**src/logic/tap_pkg.sv**
```systemverilog
package tap_pkg;

    // ------------------------------------------------------------
    // geometry
    // ------------------------------------------------------------
    localparam int IR_WIDTH      = 3;
    localparam int NUM_PADS      = 8;
    localparam int CELLS_PER_PAD = 3;
    localparam int CHAIN_LEN     = NUM_PADS * CELLS_PER_PAD;
    localparam int SYNC_STAGES   = 3;
    // bit positions of the test port pins inside their synchroniser
    localparam int PORT_WIDTH    = 3;
    localparam int PORT_TCK      = 2;
    localparam int PORT_TMS      = 1;
    localparam int PORT_TDI      = 0;

    // cell positions inside one pad group, tdi side first
    localparam int CELL_IN  = 0;
    localparam int CELL_OE  = 1;
    localparam int CELL_OUT = 2;

    // ------------------------------------------------------------
    // instruction codes
    // ------------------------------------------------------------
    localparam logic [IR_WIDTH-1:0] INSTR_EXTEST         = 3'h0;
    localparam logic [IR_WIDTH-1:0] INSTR_SAMPLE         = 3'h1;
    localparam logic [IR_WIDTH-1:0] INSTR_SPLIT_EXTEST   = 3'h2;
    localparam logic [IR_WIDTH-1:0] INSTR_SPLIT_SAMPLE   = 3'h3;
    localparam logic [IR_WIDTH-1:0] INSTR_RESERVED       = 3'h4;
    localparam logic [IR_WIDTH-1:0] INSTR_TRISTATE       = 3'h5;
    localparam logic [IR_WIDTH-1:0] INSTR_CONTINUITY     = 3'h6;
    localparam logic [IR_WIDTH-1:0] INSTR_BYPASS         = 3'h7;
    // fixed pattern loaded on capture, low two bits as usual for a tap
    localparam logic [IR_WIDTH-1:0] IR_CAPTURE_VALUE     = 3'h1;
    localparam logic                BYPASS_CAPTURE_VALUE = 1'h0;

    // ------------------------------------------------------------
    // controller states
    // ------------------------------------------------------------
    typedef enum logic [3:0] {
        ST_TLR     = 4'h0,
        ST_RTI     = 4'h1,
        ST_SEL_DR  = 4'h2,
        ST_CAP_DR  = 4'h3,
        ST_SH_DR   = 4'h4,
        ST_EX1_DR  = 4'h5,
        ST_PA_DR   = 4'h6,
        ST_EX2_DR  = 4'h7,
        ST_UPD_DR  = 4'h8,
        ST_SEL_IR  = 4'h9,
        ST_CAP_IR  = 4'hA,
        ST_SH_IR   = 4'hB,
        ST_EX1_IR  = 4'hC,
        ST_PA_IR   = 4'hD,
        ST_EX2_IR  = 4'hE,
        ST_UPD_IR  = 4'hF
    } tap_state_e;

endpackage : tap_pkg

```
**src/logic/sync3.sv**
```systemverilog
`timescale 1ns/1ns
`default_nettype none

// three-stage synchroniser; the first stage feeds only the second
module sync3 #(
    parameter int WIDTH = 1
) (
    // clock and reset
    input  wire logic             clk,
    input  wire logic             rst_n,
    // asynchronous level in
    input  wire logic [WIDTH-1:0] async_in,
    // second and third stages
    output logic      [WIDTH-1:0] stage2,
    output logic      [WIDTH-1:0] stage3
);
    logic [WIDTH-1:0] stage1_reg;
    logic [WIDTH-1:0] stage2_reg;
    logic [WIDTH-1:0] stage3_reg;

    always_ff @(posedge clk or negedge rst_n) begin
        if (!rst_n) begin
            stage1_reg <= '0;
            stage2_reg <= '0;
            stage3_reg <= '0;
        end else begin
            stage1_reg <= async_in;
            stage2_reg <= stage1_reg;
            stage3_reg <= stage2_reg;
        end
    end

    assign stage2 = stage2_reg;
    assign stage3 = stage3_reg;

endmodule : sync3

`default_nettype wire

```
**src/logic/bscan_pad_cell.sv**
```systemverilog
`timescale 1ns/1ns
`default_nettype none

// one pad: input cell, output-enable cell, output cell
module bscan_pad_cell
    import tap_pkg::*;
(
    // clock and reset
    input  wire logic clk,
    input  wire logic rst_n,
    // strobes from the controller
    input  wire logic capture,
    input  wire logic shift,
    input  wire logic update,
    // serial chain
    input  wire logic scan_in,
    output logic      scan_out,
    // pad modes
    input  wire logic drive_ext,
    input  wire logic hiz_all,
    input  wire logic zero_all,
    // core side
    input  wire logic core_out,
    input  wire logic core_oe,
    output logic      core_in,
    // pad side
    input  wire logic pad_in_sync,
    output logic      pad_out,
    output logic      pad_oe
);
    logic [CELLS_PER_PAD-1:0] cell_reg;
    logic [CELLS_PER_PAD-1:0] cell_next;
    logic                     upd_out_reg;
    logic                     upd_oe_reg;
    logic [CELLS_PER_PAD-1:0] captured;

    // enable cell makes the direction control observable
    assign captured[CELL_IN]  = pad_in_sync;
    assign captured[CELL_OE]  = core_oe;
    assign captured[CELL_OUT] = core_out;
    assign cell_next = capture ? captured
                     : shift   ? {cell_reg[CELLS_PER_PAD-2:0], scan_in}
                     : cell_reg;

    always_ff @(posedge clk or negedge rst_n) begin
        if (!rst_n) begin
            cell_reg <= '0;
        end else begin
            cell_reg <= cell_next;
        end
    end

    always_ff @(posedge clk or negedge rst_n) begin
        if (!rst_n) begin
            upd_out_reg <= 1'h0;
            upd_oe_reg  <= 1'h0;
        end else if (update) begin
            upd_out_reg <= cell_reg[CELL_OUT];
            upd_oe_reg  <= cell_reg[CELL_OE];
        end
    end

    assign scan_out = cell_reg[CELLS_PER_PAD-1];
    assign core_in  = pad_in_sync;
    assign pad_oe   = hiz_all   ? 1'h0
                    : zero_all  ? 1'h1
                    : drive_ext ? upd_oe_reg : core_oe;
    assign pad_out  = zero_all  ? 1'h0
                    : drive_ext ? upd_out_reg : core_out;

endmodule : bscan_pad_cell

`default_nettype wire

```
**src/logic/tap_controller.sv**
```systemverilog
`timescale 1ns/1ns
`default_nettype none

// What this block does
// - serial test port of four signals: test clock, data in, data out, mode select
// - full sixteen-state tap controller stepped by mode select at test clock rise
// - controller issues capture, shift and update strobes; the bypass register takes only capture and shift
// - three-bit serially loaded instruction register selects the test operation
// - code 000: external test, chain data drives the output pins
// - code 001: sample/preload, pin values captured and shifted out
// - code 010: split-bus external test, chain data drives outputs
// - code 011: split-bus sample/preload, pins captured and shifted out
// - code 101: all port pads go high impedance
// - code 111: bypass, loaded automatically at power-up
// - bypass register is one stage between data in and data out
// - bypass path selected for bypass code and after power-up
// - chain holds one cell group per pad, data in to data out
// - chain captures each bidirectional pad's output enable
module tap_controller
    import tap_pkg::*;
(
    // clock and power-up reset
    input  wire logic                clk,
    input  wire logic                rst_n,
    // test port
    input  wire logic                tck,
    input  wire logic                tms,
    input  wire logic                tdi,
    output logic                     tdo,
    output logic                     tdo_oe,
    // core side of the pads
    input  wire logic [NUM_PADS-1:0] core_out,
    input  wire logic [NUM_PADS-1:0] core_oe,
    output logic      [NUM_PADS-1:0] core_in,
    // pads
    input  wire logic [NUM_PADS-1:0] pad_in,
    output logic      [NUM_PADS-1:0] pad_out,
    output logic      [NUM_PADS-1:0] pad_oe,
    // mode flag for the split host bus
    output logic                     split_bus_select
);
    // ------------------------------------------------------------
    // pin sampling
    // ------------------------------------------------------------
    logic [PORT_WIDTH-1:0] port_s2;
    logic [PORT_WIDTH-1:0] port_s3;
    logic [PORT_WIDTH-1:0] port_lvl_reg;
    logic [NUM_PADS-1:0]   pad_s2;
    logic [NUM_PADS-1:0]   pad_s3;
    logic [NUM_PADS-1:0]   pad_lvl_reg;
    logic                  tck_agree;
    logic                  tck_rise;
    logic                  tck_fall;
    logic                  tms_s;
    logic                  tdi_s;

    sync3 #(.WIDTH(PORT_WIDTH)) u_port_sync (
        .clk      (clk),
        .rst_n    (rst_n),
        .async_in ({tck, tms, tdi}),
        .stage2   (port_s2),
        .stage3   (port_s3)
    );

    sync3 #(.WIDTH(NUM_PADS)) u_pad_sync (
        .clk      (clk),
        .rst_n    (rst_n),
        .async_in (pad_in),
        .stage2   (pad_s2),
        .stage3   (pad_s3)
    );

    // a level or edge counts only once stages two and three agree
    assign tck_agree = (port_s2[PORT_TCK] == port_s3[PORT_TCK]);
    assign tck_rise  = tck_agree & port_s3[PORT_TCK] & ~port_lvl_reg[PORT_TCK];
    assign tck_fall  = tck_agree & ~port_s3[PORT_TCK] & port_lvl_reg[PORT_TCK];
    assign tms_s     = port_lvl_reg[PORT_TMS];
    assign tdi_s     = port_lvl_reg[PORT_TDI];

    // tck idles low when unused, so reset matches the parked level
    always_ff @(posedge clk or negedge rst_n) begin
        if (!rst_n) begin
            port_lvl_reg <= '0;
            pad_lvl_reg  <= '0;
        end else begin
            port_lvl_reg <= (port_s2 & port_s3) | ((port_s2 ^ port_s3) & port_lvl_reg);
            pad_lvl_reg  <= (pad_s2 & pad_s3) | ((pad_s2 ^ pad_s3) & pad_lvl_reg);
        end
    end

    // ------------------------------------------------------------
    // controller state machine
    // ------------------------------------------------------------
    tap_state_e state_reg;
    tap_state_e state_next;
    tap_state_e state_step;

    always_comb begin
        case (state_reg)
            ST_TLR:    state_step = tms_s ? ST_TLR    : ST_RTI;
            ST_RTI:    state_step = tms_s ? ST_SEL_DR : ST_RTI;
            ST_SEL_DR: state_step = tms_s ? ST_SEL_IR : ST_CAP_DR;
            ST_CAP_DR: state_step = tms_s ? ST_EX1_DR : ST_SH_DR;
            ST_SH_DR:  state_step = tms_s ? ST_EX1_DR : ST_SH_DR;
            ST_EX1_DR: state_step = tms_s ? ST_UPD_DR : ST_PA_DR;
            ST_PA_DR:  state_step = tms_s ? ST_EX2_DR : ST_PA_DR;
            ST_EX2_DR: state_step = tms_s ? ST_UPD_DR : ST_SH_DR;
            ST_UPD_DR: state_step = tms_s ? ST_SEL_DR : ST_RTI;
            ST_SEL_IR: state_step = tms_s ? ST_TLR    : ST_CAP_IR;
            ST_CAP_IR: state_step = tms_s ? ST_EX1_IR : ST_SH_IR;
            ST_SH_IR:  state_step = tms_s ? ST_EX1_IR : ST_SH_IR;
            ST_EX1_IR: state_step = tms_s ? ST_UPD_IR : ST_PA_IR;
            ST_PA_IR:  state_step = tms_s ? ST_EX2_IR : ST_PA_IR;
            ST_EX2_IR: state_step = tms_s ? ST_UPD_IR : ST_SH_IR;
            ST_UPD_IR: state_step = tms_s ? ST_SEL_DR : ST_RTI;
            default:   state_step = ST_TLR;
        endcase
    end

    assign state_next = tck_rise ? state_step : state_reg;

    always_ff @(posedge clk or negedge rst_n) begin
        if (!rst_n) begin
            state_reg <= ST_TLR;
        end else begin
            state_reg <= state_next;
        end
    end

    // ------------------------------------------------------------
    // strobes
    // ------------------------------------------------------------
    logic in_shift_ir;
    logic in_shift_dr;
    logic ir_capture;
    logic ir_shift;
    logic ir_update;
    logic dr_capture;
    logic dr_shift;
    logic dr_update;

    assign in_shift_ir = (state_reg == ST_SH_IR);
    assign in_shift_dr = (state_reg == ST_SH_DR);
    assign ir_capture  = tck_rise & (state_reg == ST_CAP_IR);
    assign ir_shift    = tck_rise & in_shift_ir;
    assign ir_update   = tck_fall & (state_reg == ST_UPD_IR);
    assign dr_capture  = tck_rise & (state_reg == ST_CAP_DR);
    assign dr_shift    = tck_rise & in_shift_dr;
    assign dr_update   = tck_fall & (state_reg == ST_UPD_DR);

    // ------------------------------------------------------------
    // instruction register
    // ------------------------------------------------------------
    logic [IR_WIDTH-1:0] ir_shift_reg;
    logic [IR_WIDTH-1:0] ir_shift_next;
    logic [IR_WIDTH-1:0] instr_reg;
    logic [IR_WIDTH-1:0] instr_next;

    // lsb leaves first, new bits enter at the msb
    assign ir_shift_next = ir_capture ? IR_CAPTURE_VALUE
                         : ir_shift   ? {tdi_s, ir_shift_reg[IR_WIDTH-1:1]}
                         : ir_shift_reg;
    // the reset state forces bypass, as power-up does
    assign instr_next    = (state_reg == ST_TLR) ? INSTR_BYPASS
                         : ir_update             ? ir_shift_reg
                         : instr_reg;

    always_ff @(posedge clk or negedge rst_n) begin
        if (!rst_n) begin
            ir_shift_reg <= IR_CAPTURE_VALUE;
        end else begin
            ir_shift_reg <= ir_shift_next;
        end
    end

    always_ff @(posedge clk or negedge rst_n) begin
        if (!rst_n) begin
            instr_reg <= INSTR_BYPASS;
        end else begin
            instr_reg <= instr_next;
        end
    end

    // ------------------------------------------------------------
    // instruction decode
    // ------------------------------------------------------------
    logic sel_extest;
    logic sel_sample;
    logic sel_bscan;
    logic sel_bypass;
    logic hiz_all;
    logic zero_all;

    assign sel_extest = (instr_reg == INSTR_EXTEST)
                      | (instr_reg == INSTR_SPLIT_EXTEST);
    assign sel_sample = (instr_reg == INSTR_SAMPLE)
                      | (instr_reg == INSTR_SPLIT_SAMPLE);
    assign sel_bscan  = sel_extest | sel_sample;
    // reserved, tristate and continuity all shift through bypass
    assign sel_bypass = ~sel_bscan;
    assign hiz_all    = (instr_reg == INSTR_TRISTATE);
    assign zero_all   = (instr_reg == INSTR_CONTINUITY);
    assign split_bus_select = (instr_reg == INSTR_SPLIT_EXTEST)
                            | (instr_reg == INSTR_SPLIT_SAMPLE);

    // ------------------------------------------------------------
    // bypass register
    // ------------------------------------------------------------
    logic bypass_reg;
    logic bypass_next;

    assign bypass_next = (dr_capture & sel_bypass) ? BYPASS_CAPTURE_VALUE
                       : (dr_shift & sel_bypass)   ? tdi_s
                       : bypass_reg;

    always_ff @(posedge clk or negedge rst_n) begin
        if (!rst_n) begin
            bypass_reg <= BYPASS_CAPTURE_VALUE;
        end else begin
            bypass_reg <= bypass_next;
        end
    end

    // ------------------------------------------------------------
    // boundary-scan chain
    // ------------------------------------------------------------
    logic [NUM_PADS:0] chain_link;

    assign chain_link[0] = tdi_s;

    generate
        for (genvar i = 0; i < NUM_PADS; i++) begin : g_pad
            bscan_pad_cell u_cell (
                .clk         (clk),
                .rst_n       (rst_n),
                .capture     (dr_capture & sel_bscan),
                .shift       (dr_shift & sel_bscan),
                .update      (dr_update & sel_bscan),
                .scan_in     (chain_link[i]),
                .scan_out    (chain_link[i+1]),
                .drive_ext   (sel_extest),
                .hiz_all     (hiz_all),
                .zero_all    (zero_all),
                .core_out    (core_out[i]),
                .core_oe     (core_oe[i]),
                .core_in     (core_in[i]),
                .pad_in_sync (pad_lvl_reg[i]),
                .pad_out     (pad_out[i]),
                .pad_oe      (pad_oe[i])
            );
        end
    endgenerate

    // ------------------------------------------------------------
    // test data out
    // ------------------------------------------------------------
    logic tdo_reg;
    logic tdo_next;
    logic tdo_oe_reg;
    logic tdo_oe_next;

    assign tdo_next    = in_shift_ir ? ir_shift_reg[0]
                       : sel_bypass  ? bypass_reg
                       : chain_link[NUM_PADS];
    // launched on the fall so the far end samples it on the next rise
    assign tdo_oe_next = in_shift_ir | in_shift_dr;

    always_ff @(posedge clk or negedge rst_n) begin
        if (!rst_n) begin
            tdo_reg    <= 1'h0;
            tdo_oe_reg <= 1'h0;
        end else if (tck_fall) begin
            tdo_reg    <= tdo_next;
            tdo_oe_reg <= tdo_oe_next;
        end
    end

    assign tdo    = tdo_reg;
    assign tdo_oe = tdo_oe_reg;
endmodule : tap_controller

`default_nettype wire

```
**config.mk**
```make
export PLATFORM = sky130hd
export DESIGN_NAME = tap_controller
export DESIGN_NICKNAME = d
export VERILOG_FILES = /design/src/logic/tap_pkg.sv /design/src/logic/sync3.sv /design/src/logic/bscan_pad_cell.sv /design/src/logic/tap_controller.sv
export SDC_FILE = /design/constraint.sdc
export NUM_CORES = 1
export LEC_CHECK = 0
export ABC_CLOCK_PERIOD_IN_PS = 4600
export BUFFER_PORTS_ARGS = -buffer_cell sky130_fd_sc_hd__buf_2
export CORE_ASPECT_RATIO = 0.8
export CORE_MARGIN = 4
export CORE_UTILIZATION = 40
export CTS_BUF_LIST = sky130_fd_sc_hd__clkbuf_2 sky130_fd_sc_hd__clkbuf_4 sky130_fd_sc_hd__clkbuf_8
export DETAILED_ROUTE_END_ITERATION = 8
export PLACE_DENSITY = 0.67
export SKIP_LAST_GASP = 1
export SYNTH_ARGS = -nofsm -noshare
export SYNTH_HDL_FRONTEND = slang
export SYNTH_HIERARCHICAL = 1
export SYNTH_SLANG_ARGS = --single-unit
```
**constraint.sdc**
```tcl
create_clock -name clk -period 4.6 [get_ports clk]
set_clock_uncertainty 0.2 [all_clocks]
set_input_delay 0.46 -clock clk [delete_from_list [all_inputs] [get_ports clk]]
set_output_delay 0.46 -clock clk [all_outputs]
set_load 0.01 [all_outputs]
```
# [After elaboration in Yosys (flattened, before gate mapping)]
# Index checks and enable logic that the tools add are counted.
[word_totals] register_bits=97
[op_classes] n_eq_ne=21 reduce_logical=9 n_bitwise=31 n_mux=77
[ops] operator="two-way mux 3 bit" count=22
[ops] operator="case mux 4 bit (12 select lines)" count=1
[ops] operator="two-way mux 1 bit" count=47
[ops] operator="equality test 4 bit (second input constant)" count=8
[ops] operator="AND 8 bit" count=2
[ops] operator="equality test 4 x 3 -> 1 bit (second input constant)" count=4
[ops] operator="two-way mux 4 bit" count=4
[ops] operator="AND 1 bit" count=15
[ops] operator="equality test 4 x 2 -> 1 bit (second input constant)" count=2
[ops] operator="bitwise OR 8 bit" count=1
[ops] operator="nonzero test 2 bit" count=4
[ops] operator="bitwise XOR 8 bit" count=1
[ops] operator="AND 3 bit" count=2
[ops] operator="equality test 3 x 2 -> 1 bit (second input constant)" count=2
[ops] operator="equality test 3 bit (second input constant)" count=2
[ops] operator="two-way mux 2 bit" count=3
[ops] operator="bitwise OR 1 bit" count=5
[ops] operator="equality test 4 x 1 -> 1 bit (second input constant)" count=1
[ops] operator="logical NOT 4 bit" count=1
[ops] operator="OR reduction 2 bit" count=2
[ops] operator="equality test 3 x 1 -> 1 bit (second input constant)" count=1
[ops] operator="logical NOT 3 bit" count=1
[ops] operator="NOT 1 bit" count=3
[ops] operator="bitwise OR 3 bit" count=1
[ops] operator="3 further kinds" count=3

# [Logic depth before layout (Yosys ltp)]
# Gate-level depths: netlist (run 1).
[logic_depth] depth_word=7 ltp_mapped=6

# [By module]
# Netlist (run 1), hierarchy kept.
[by_module_without_submodules] mod="bscan_pad_cell" instances=8 area_each_um2=244.0 cells_per_inst=22 seq_area_each_um2=125.1
[by_module_without_submodules] mod="tap_controller" instances=1 area_each_um2=1407.6 cells_per_inst=138 seq_area_each_um2=605.6
[by_module_without_submodules] mod="sync3 (u_pad_sync)" instances=1 area_each_um2=600.6 cells_per_inst=24 seq_area_each_um2=600.6
[by_module_without_submodules] mod="sync3 (u_port_sync)" instances=1 area_each_um2=225.2 cells_per_inst=9 seq_area_each_um2=225.2

# [Worst setup path after synthesis (run 1)]
# OpenSTA, ideal clock, no wires.
[synth_timing] path_type="reg-to-reg" from="reg state_reg[2]" to="reg g_pad[0].u_cell.cell_reg[0]" setup_ps=297 path_stages_with_launch=5 slack_ps=-405 arrival_ps=4509 synth_period_minus_slack_ps=5005 path_buffers=1 cell_sequence="dfrtp_1 buf_4 nor2_1 nor4b_1 o21ai_1"
[synth_via] elab_chain_cells=4 word_cells_on_any_way=8
[synth_rtl] element="start, declared" line_no="tap_controller.sv:94" source="tap_state_e state_reg;"
[synth_rtl] element="start signal, assigned" line_no="tap_controller.sv:126" source="state_reg <= state_next;"
[synth_rtl] element="equality test 4 x 2 -> 1 bit / equality test 4 x 3 -> 1 bit (equally long branches)" line_no="tap_controller.sv:147, tap_controller.sv:143"
[synth_rtl] element="AND 1 bit (on tied branches)" line_no="tap_controller.sv:147, tap_controller.sv:148"
[synth_rtl] element="AND 1 bit (on tied branches)" line_no="tap_controller.sv:236, tap_controller.sv:237"
[synth_rtl] element="two-way mux 3 bit / nonzero test 2 bit (equally long branches)"
[synth_rtl] element="end signal, assigned" line_no="bscan_pad_cell.sv:49" source="cell_reg <= cell_next;"
[synth_rtl] element="end, declared" line_no="bscan_pad_cell.sv:31" source="logic [CELLS_PER_PAD-1:0] cell_reg;"
# Parallel ways exist; a longest one is shown, timed or not.
# A chain may end at the register's enable or synchronous reset.

# [Final worst setup path (run 1)]
[layout_timing] from="reg instr_reg[2]" to="out pad_oe[0]"
[layout_via] elab_chain_cells=5 word_cells_on_any_way=8
[layout_rtl] element="start, declared" line_no="tap_controller.sv:156" source="logic [IR_WIDTH-1:0] instr_reg;"
[layout_rtl] element="start signal, assigned" line_no="tap_controller.sv:180" source="instr_reg <= instr_next;"
[layout_rtl] element="equality test 3 x 2 -> 1 bit / logical NOT 3 bit (equally long branches)" line_no="tap_controller.sv:195, tap_controller.sv:194"
[layout_rtl] element="bitwise OR 1 bit *" line_no="tap_controller.sv:195" source="| (instr_reg == INSTR_SPLIT_EXTEST);"
[layout_rtl] element="net sel_extest" line_no="tap_controller.sv:187" source="logic sel_extest;"
[layout_rtl] element="two-way mux 1 bit *" line_no="bscan_pad_cell.sv:67" source=": drive_ext ? upd_oe_reg : core_oe;"
[layout_rtl] element="two-way mux 1 bit *" line_no="bscan_pad_cell.sv:66" source=": zero_all ? 1'h1"
[layout_rtl] element="two-way mux 1 bit *" line_no="bscan_pad_cell.sv:65" source="assign pad_oe = hiz_all ? 1'h0"
[layout_rtl] element="end, declared" line_no="tap_controller.sv:38" source="output logic [NUM_PADS-1:0] pad_oe,"
# The timed path passes the listed nets; every way through them passes the cells marked *.

==> flow_summary.yaml, run 1 <==
status:
  status: "completed"
finish:
  final_nets: 454
  drive_gt1_share_pct: 25.4
  n_antenna_cell: 0
  fillerInstances: 966
  seq_area_um2: 2430
  area_growth_pct: 16.8
  design_area_um2: 4890
  largest_reg_flops: 24
  instances_no_fill: 558
  multi_input_area_um2: 1620
critical_path:
  endpoint: "pad_oe[0]"
  endpoint_kind: "primary output"
  cpMaxStageDelayCell: "nor2_2"
  crit_type: "register to primary output"
  cp.arrival_ns: 2.31
  timing.rr.start: "state_reg[0]"
  r2r-end: "g_pad[5].u_cell/cell_reg[0]"
  reg2reg_depth: 5
  crit_path_start_kind: "register"
  critPathMaxStageDelay_ns: 0.92
  crit_start: "instr_reg[2]"
  crit_path_cell_trace: "nor2_2 > mux2i_1 > a21oi_1 > buf_2"
  cp_max_fo: 16
  rrSetupSlack_ns: 1.95
  crit_required_ns: 3.94
route:
  first_pass_iters: 5
  drt-total-wl_mm: 7.80
  drc_errors: 0
  drt_iter0_markers: 100
  via_per_inst: 4.85
  vias: 2709
  ant_nets: 0
  drt-wirelength-per-cell_um: 14.0
place:
  placed_cell_area_um2: 4590
  dp_hpwl_mm: 5.27
  dp_cells: 530
  gp_congestion: 0.813
  dp_slack_ns: 1.97
  portBuffers: 55
global_route:
  met2_usage_pct: 19.3
  use_met1_pct: 21.0
  grt_overflow: 0
  gr-usage-met3_pct: 3.92
  antenna_found_initial: 0
  grt_pass1_wl_mm: 13.3
  grt_max_degree: 60
  track_usage_pct: 13.9
  top_usage_layer: "met1"
  grt_pass1_vias: 2684
synthesis:
  synth_edf_count: 0
  syn_inst: 347
  synth-async-reset-ratio_pct: 100
  synthDistinctLibCells: 43
  yosysWarnings: 6
  ys_seq_area_share_pct: 58.1
  synth_seq_cells: 97
  synth_flop_cell: "dfrtp_1"
  yosys-top-cells-count: "dfrtp_1 (93), mux2i_1 (44), nand2_1 (44), o21ai_1 (28), mux2_2 (16)"
  ys_top_cells_by_area: "dfrtp_1 (56%), mux2i_1 (11%), mux2_2 (4.3%)"
  synth_fp_nets: 388
  syn_area_per_cell_um2: 12.1
  syn-cell-area_um2: 4190
  synth_top_area_cell: "dfrtp_1"
  yosysMostFrequentCell: "dfrtp_1"
  yosys.area.top_type_share_pct: 55.6
sta:
  rsz0062_at_grt: "false"
  fmax_mhz: 336
  setup_tns_ns: 0
  slew-limit-headroom_pct: 22.6
  period_needed_ns: 2.97
  slew_viol_final: 0
  max_slew.worst_pin.slew_ns: 1.16
  layout_setup_ws_ns: 1.63
  finalHoldViolCount: 0
  setup_viol: 0
  fin_crit_sh_pct: 64.7
floorplan:
  num_rows: 33
  start_util_pct: 40.9
  coreArea_um2: 10200
  die_h_um: 99.5
  io_pins: 56
  die_x_um: 122
  dieArea_um2: 12200
hold_path:
  hold_class: "input pin to register"
clock_network:
  cts_tree: "built"
  postCtsSetupRepairBufs: 0
  cts_sinks: 97
  worstSkewPairLatency_ns: 0.36
  htreeDepth: 3
  cts_made_buffers: 9
  clockBufferDepth: 2
  cts.clk_slew.worst_paths_ns: 0.09
  cts_root_buffer: "clkbuf_8"
run:
  max_cap_viol_count: 0
power:
  p_leak_nw: 2.17
  power_density_nw_per_um2: 371
  max-vdd-ir-drop_uv: 213
[worst min path at each step]
stage	depth (start not counted)	to	slack, ns	from
5_1_grt	3	g_pad[0].u_cell/cell_reg[2]	0.12	core_out[0]
2_1_floorplan	0	bypass_reg	-0.04	rst_n
4_1_cts	3	g_pad[5].u_cell/cell_reg[1]	0.11	core_oe[5]
6_report	3	g_pad[5].u_cell/cell_reg[2]	0.13	core_out[5]
3_3_place_gp	0	u_pad_sync/stage2[4]	0.13	u_pad_sync/stage1_reg[4]
3_5_place_dp	0	u_pad_sync/stage2[1]	0.13	u_pad_sync/stage1_reg[1]
[stage by stage]
stage          total power, mW  hold slack (ns)  utilization [%]
6_report                  1.81            0.127             47.8
5_1_grt                   1.92            0.120             47.8
4_1_cts                   1.84            0.108             47.8
3_5_place_dp              1.31            0.135             44.8
3_3_place_gp              1.30            0.133             44.8
2_1_floorplan             1.23          -0.0356                -
[cell type report]
class / instances / area share (%)
Sequential cell: 97 / 49.7
Multi-Input combinational cell: 222 / 33.2
Timing Repair Buffer: 72 / 8.90
Tap cell: 140 / 3.58
Clock buffer: 11 / 2.97
Inverter: 11 / 0.844
Clock inverter: 5 / 0.793
[power by group]
part / total [mW] / internal [mW] / switching, mW / leakage, nW
sequential: 1.02 / 0.909 / 0.106 / 1.15
combinational: 0.283 / 0.137 / 0.146 / 0.915
clock: 0.515 / 0.222 / 0.293 / 0.0990
total: 1.81 / 1.27 / 0.545 / 2.17
[cells in the final DEF, fill, tap and decap left out, drive strengths merged, types with 2 or more instances in the layout]
cell	synthesis	layout
clkinv	0	3
nor2b	3	3
a31oi	4	4
a21o	11	11
mux2i	44	44
mux2	16	16
nor2	12	12
ha	12	12
or2b	2	2
inv	11	13
nand2b	2	2
nand3	2	2
dfrtp	93	93
o21ai	35	35
dlygate4sd3	0	12
dfstp	4	4
o22ai	2	2
a211oi	2	2
nor4b	2	2
a21oi	12	12
clkbuf	0	11
nand2	45	45
buf	17	60
nor3	2	2
[repair_timing]
item / 4_1_cts / 5_1_grt
endpoints found under the hold margin: 69 / 0
hold buffers: 12 / 0
resized for setup: 0 / 0
[critical path: cells and delay by family, from the launching register on]
kind                   cells  cell delay (ns)
AOI/OAI and AO/OA          1             0.09
and+or+nand+nor            1             0.92
muxes                      1             0.30
buffers and inverters      1             0.18
DFF                        1             0.45
[layer usage]
layer  vias up  share of wire (%)
li1       1345                  -
met1      1287                 51
met2        66                 42
met3        11                6.7
met4         0                1.1
met5         -                  0
[kinds of logic after synthesis]
family / after synthesis / share of synthesized area (%)
flip-flops: 97 / 58.1
AO/OA/AOI/OAI: 71 / 9.96
multiplexers: 60 / 14.8
buffers and inverters: 28 / 3.83
AND/OR/NAND/NOR: 78 / 9.48
XOR/XNOR: 1 / 0.209
adder cells (fa/ha/maj): 12 / 3.59
(Power assumes the default switching activity.)
==> run 2, diff against run 1 <==
Settings changed: ABC_CLOCK_PERIOD_IN_PS 4600 to 3100, PLACE_DENSITY 0.67 to 0.65.
Clock period 4.6 ns to 3.1 ns, I/O delays scaled along.
==> run 2 against run 1 <==
Worst setup slack got worse by 1.2 ns. Clock power increased by 55%. Final cell count increased by 3.4%. Count of clock-buffer cells in the layout decreased by 1. Global-route usage increased by 1.1 points. Via count increased by 3.8%. Sequential cell count unchanged. Sequential share of layout area decreased by 2.2 points. Hold slack improved by 0.024 ns. Non-clock buffer count increased by 21. Cell area increased by 4.7%.
==> flow_summary.yaml, run 2 (synthesized netlist as in run 1, its figures left out) <==
clock_network:
  hold_buffers: 28
  htreeDepth: 3
  cts.clk_slew.worst_paths_ns: 0.08
  postCtsSetupRepairBufs: 0
  cts_resized: 0
  cts_tree: "built"
  cts_sinks: 97
  cts_root_buffer: "clkbuf_8"
  clockBufferDepth: 2
  worstSkewPairLatency_ns: 0.37
  cts_made_buffers: 9
global_route:
  grt_max_degree: 98
  antenna_found_initial: 0
  grt_overflow: 0
  track_usage_pct: 15.0
  grt_pass1_wl_mm: 14.2
  grt_pass1_vias: 2850
finish:
  utilization_pct: 50.0
  fillerInstances: 952
  area_growth_pct: 22.3
  mostFrequentLayoutCells: "dfrtp_1 (93), buf_2 (54), nand2_1 (44), mux2i_1 (44)"
  n_antenna_cell: 0
  drive_gt1_share_pct: 24.9
  final_common_cell: "dfrtp_1"
  largest_reg_flops: 24
  final_nets: 475
  instances_no_fill: 577
run:
  max_cap_viol_count: 0
sta:
  setup_tns_ns: 0
  slew-limit-headroom_pct: 52.2
  setup_viol: 0
  fmax_mhz: 380
  rsz0062_at_grt: "false"
  fin_crit_sh_pct: 85.0
  finalHoldViolCount: 0
  slew_viol_final: 0
  period_needed_ns: 2.63
  hold_slack_ns: 0.150
  max_slew.worst_pin.slew_ns: 0.717
route:
  via_per_inst: 4.87
  ant_nets: 0
  drt-total-wl_mm: 8.17
  vias: 2811
  first_pass_iters: 4
  drt-wirelength-per-cell_um: 14.2
  drt_iter0_markers: 119
  drc_errors: 0
floorplan:
  start_util_pct: 40.9
  coreArea_um2: 10200
  dieArea_um2: 12200
  io_pins: 56
  die_x_um: 122
  num_rows: 33
  die_h_um: 99.5
critical_path:
  crit_path_cell_trace: "and3b_1 > inv_1 > a21oi_1 > buf_2"
  crit_path_start_kind: "register"
  crit_type: "register to primary output"
  cpMaxStageDelayCell: "dfstp_2"
  cp_max_fo: 16
  cp.arrival_ns: 2.12
  critPathMaxStageDelay_ns: 0.70
  reg2reg_depth: 5
  crit_required_ns: 2.59
  endpoint_kind: "primary output"
hold_path:
  hold_depth: 0
  hold_class: "register to register"
power:
  p_leak_nw: 2.28
  p_total_mw: 2.76
  max-vdd-ir-drop_uv: 305
  power_density_nw_per_um2: 540
place:
  dp_cells: 535
  dp_hpwl_mm: 5.54
  gp_congestion: 0.798
  portBuffers: 55
status:
  status: "completed"
run 2: worst max-delay path: cells and delay by family (launching register included):
kind / cells / cell delay, ns
flip-flops: 1 / 0.70
buffers and inverters: 2 / 0.24
AO/OA/AOI/OAI: 1 / 0.15
AND/OR/NAND/NOR: 1 / 0.68
run 2: through the flow:
step / area (um^2) / worst slack (ns)
floorplan: 4210 / 0.112
CTS: 5120 / 0.424
finish: 5120 / 0.465
global route: 5120 / 0.273
detailed placement: 4650 / 0.842
global placement: 4650 / 0.860
run 2: path summary, 6_finish.rpt:
path | from | end | slack (ns)
setup / recovery | instr_reg[2] | pad_oe[2] | 0.47
hold / removal | u_pad_sync/stage1_reg[7] | u_pad_sync/stage2[7] | 0.15
setup reg to reg | state_reg[1] | g_pad[7].u_cell/cell_reg[1] | 0.84
hold reg to reg | u_pad_sync/stage1_reg[7] | u_pad_sync/stage2[7] | 0.15
max in group asynchronous | rst_n | instr_reg[1] | 1.96
min in group asynchronous | rst_n | u_pad_sync/stage3[7] | 0.32
run 2: area by class of cell:
| type | instances | area [um^2] | area share, % |
|---|---|---|---|
| inverter | 11 | 41.3 | 0.807 |
| tap | 140 | 175 | 3.42 |
| sequential | 97 | 2430 | 47.5 |
| clock inverter | 4 | 55.1 | 1.08 |
| clock buffer | 10 | 131 | 2.57 |
| timing repair buffer | 93 | 646 | 12.6 |
| multi-input combinational | 222 | 1640 | 32.0 |
run 2: routing by layer:
metal	vias up	global-route usage (%)	wire length [um]
met2	66	21.7	3600
met4	0	3.61	89
met1	1361	21.6	4030
met3	9	5.12	447
li1	1375	-	-
met5	-	0	0
run 2: power by group:
group / total (mW) / switching [mW] / internal [mW]
Clock: 0.800 / 0.422 / 0.377
Sequential: 1.47 / 0.124 / 1.35
Combinational: 0.491 / 0.262 / 0.229
Total: 2.76 / 0.808 / 1.96
==> run 3, diff against run 2 <==
Settings changed: ABC_CLOCK_PERIOD_IN_PS 3100 to 2200, PLACE_DENSITY 0.65 to 0.67.
Clock period 3.1 ns to 2.2 ns, I/O delays scaled along.
==> run 3 against run 2 <==
First-iteration DRC count down 33%. Worst setup slack lost 0.38 ns. Sequential share of layout area down 1.5 points. Count of clock-buffer cells in the layout unchanged. Via count rose by 3.0%. Sequential cell count did not move. Highest routed layer unchanged. Cell area is 3.2% higher. Routed wire length grew 2.3%. Critical path depth rose by 1.
==> flow_summary.yaml, run 3 (synthesized netlist as in run 1, its figures left out) <==
route:
  drt_iter0_markers: 80
  vias: 2894
  drt-total-wl_mm: 8.35
  drc_errors: 0
  first_pass_iters: 4
  via_per_inst: 4.88
  ant_nets: 0
  drt-wirelength-per-cell_um: 14.1
sta:
  period_needed_ns: 2.11
  max_slew.worst_pin.slew_ns: 0.563
  fin_crit_sh_pct: 95.9
  setup_viol: 0
  slew-limit-headroom_pct: 62.4
  finalHoldViolCount: 0
  fmax_mhz: 474
  slew_viol_final: 0
  layout_setup_ws_ns: 0.0898
  rsz0062_at_grt: "true"
  hold_slack_ns: 0.157
finish:
  mostFrequentLayoutCells: "dfrtp_1 (93), buf_2 (54), nand2_1 (44), mux2i_1 (44)"
  drive_gt1_share_pct: 28.3
  seq_area_um2: 2430
  fillerInstances: 922
  final_common_cell: "dfrtp_1"
  final_nets: 489
  largest_reg_flops: 24
  n_antenna_cell: 0
  multi_input_area_um2: 1650
  instances_no_fill: 593
  area_growth_pct: 26.2
clock_network:
  cts.clk_slew.worst_paths_ns: 0.09
  cts_root_buffer: "clkbuf_8"
  clockBufferDepth: 2
  worstSkewPairLatency_ns: 0.36
  cts_tree: "built"
  htreeDepth: 3
  cts_sinks: 97
  cts_made_buffers: 9
floorplan:
  coreArea_um2: 10200
  io_pins: 56
  start_util_pct: 40.9
  die_h_um: 99.5
  die_x_um: 122
  dieArea_um2: 12200
  num_rows: 33
place:
  dp_cells: 543
  dp_hpwl_mm: 5.61
  gp_congestion: 0.873
  dp_slack_ns: -0.0173
  portBuffers: 55
critical_path:
  cp_max_fo: 10
  cpMaxStageDelayCell: "dfstp_2"
  cp_num_buf_inv: 3
  crit_path_start_kind: "register"
  endpoint_kind: "primary output"
  crit_required_ns: 1.78
  crit_type: "register to primary output"
  cp.arrival_ns: 1.69
  crit_path_cell_trace: "and3b_2 > buf_6 > buf_4 > nor2_2 > buf_2"
  critPathTopFamily: "flip-flops"
  critPathMaxStageDelay_ns: 0.58
global_route:
  met2_usage_pct: 23.3
  grt_overflow: 0
  grt_pass1_wl_mm: 14.6
  gr-usage-met3_pct: 4.43
  grt_pass1_vias: 3011
  track_usage_pct: 15.2
  use_met1_pct: 20.6
  antenna_found_initial: 0
  grt_max_degree: 49
  top_usage_layer: "met2"
power:
  power_density_nw_per_um2: 739
  max-vdd-ir-drop_uv: 387
  p_leak_nw: 2.36
run:
  max_cap_viol_count: 0
hold_path:
  hold_class: "register to register"
status:
  status: "completed"
-- run 3: worst paths after layout --
kind | startpoint | endpoint | slack [ns] | depth (start not counted)
worst max-delay path | instr_reg[0] | pad_out[6] | 0.09 | 5
worst min-delay path | u_pad_sync/stage1_reg[6] | u_pad_sync/stage2[6] | 0.16 | 0
worst max register to register | state_reg[3] | g_pad[6].u_cell/cell_reg[1] | 0.12 | 5
worst min register to register | u_pad_sync/stage1_reg[6] | u_pad_sync/stage2[6] | 0.16 | 0
max in group asynchronous | rst_n | g_pad[5].u_cell/cell_reg[0] | 1.03 | 3
min in group asynchronous | rst_n | u_pad_sync/stage1_reg[3] | 0.18 | 2
-- run 3: layout make-up --
type | instances | area share, %
clock buffers | 10 | 2.61
clock inverters | 6 | 0.900
inverters | 11 | 0.782
multi-input cells | 222 | 31.2
flip-flops and latches | 97 | 46.0
well taps | 140 | 3.32
repair buffers | 107 | 15.1
-- run 3: through the flow --
stage	instance area (um^2)	util, %	setup TNS, ns	total power [mW]
after floorplan	4230	-	-8.15	2.61
after global placement	4750	46.4	0	2.78
after detailed placement	4750	46.4	-0.0173	2.81
after CTS	5270	51.4	0	3.94
after global routing	5280	51.6	-0.00158	4.13
final	5280	51.6	0	3.90
-- run 3: power breakdown --
| part | switching, mW | total [mW] | internal, mW |
|---|---|---|---|
| registers | 0.100 | 2.00 | 1.90 |
| clock network | 0.619 | 1.08 | 0.456 |
| logic | 0.464 | 0.824 | 0.360 |
-- run 3: timing repair --
action | in CTS | in global routing
gates cloned | 0 | 0
hold endpoints to repair | 63 | 0
pin swaps | 1 | 1
hold buffers | 28 | 0
resized for setup | 4 | 3
setup endpoints to repair | 16 | 9
setup buffers | 5 | 1
-- run 3: layer usage --
layer | vias up | wire length (um)
met3 | 15 | 362
met1 | 1404 | 3980
met4 | 0 | 190
met2 | 62 | 3820
met5 | - | 0
li1 | 1413 | -
-- run 3: worst register-to-register path, stage by stage (launching register included) --
cell and delay, ns:
dfrtp_1 0.53, nor4b_4 0.41, nor3b_4 0.28, buf_12 0.23
mux2i_1 0.25, o21ai_1 0.07
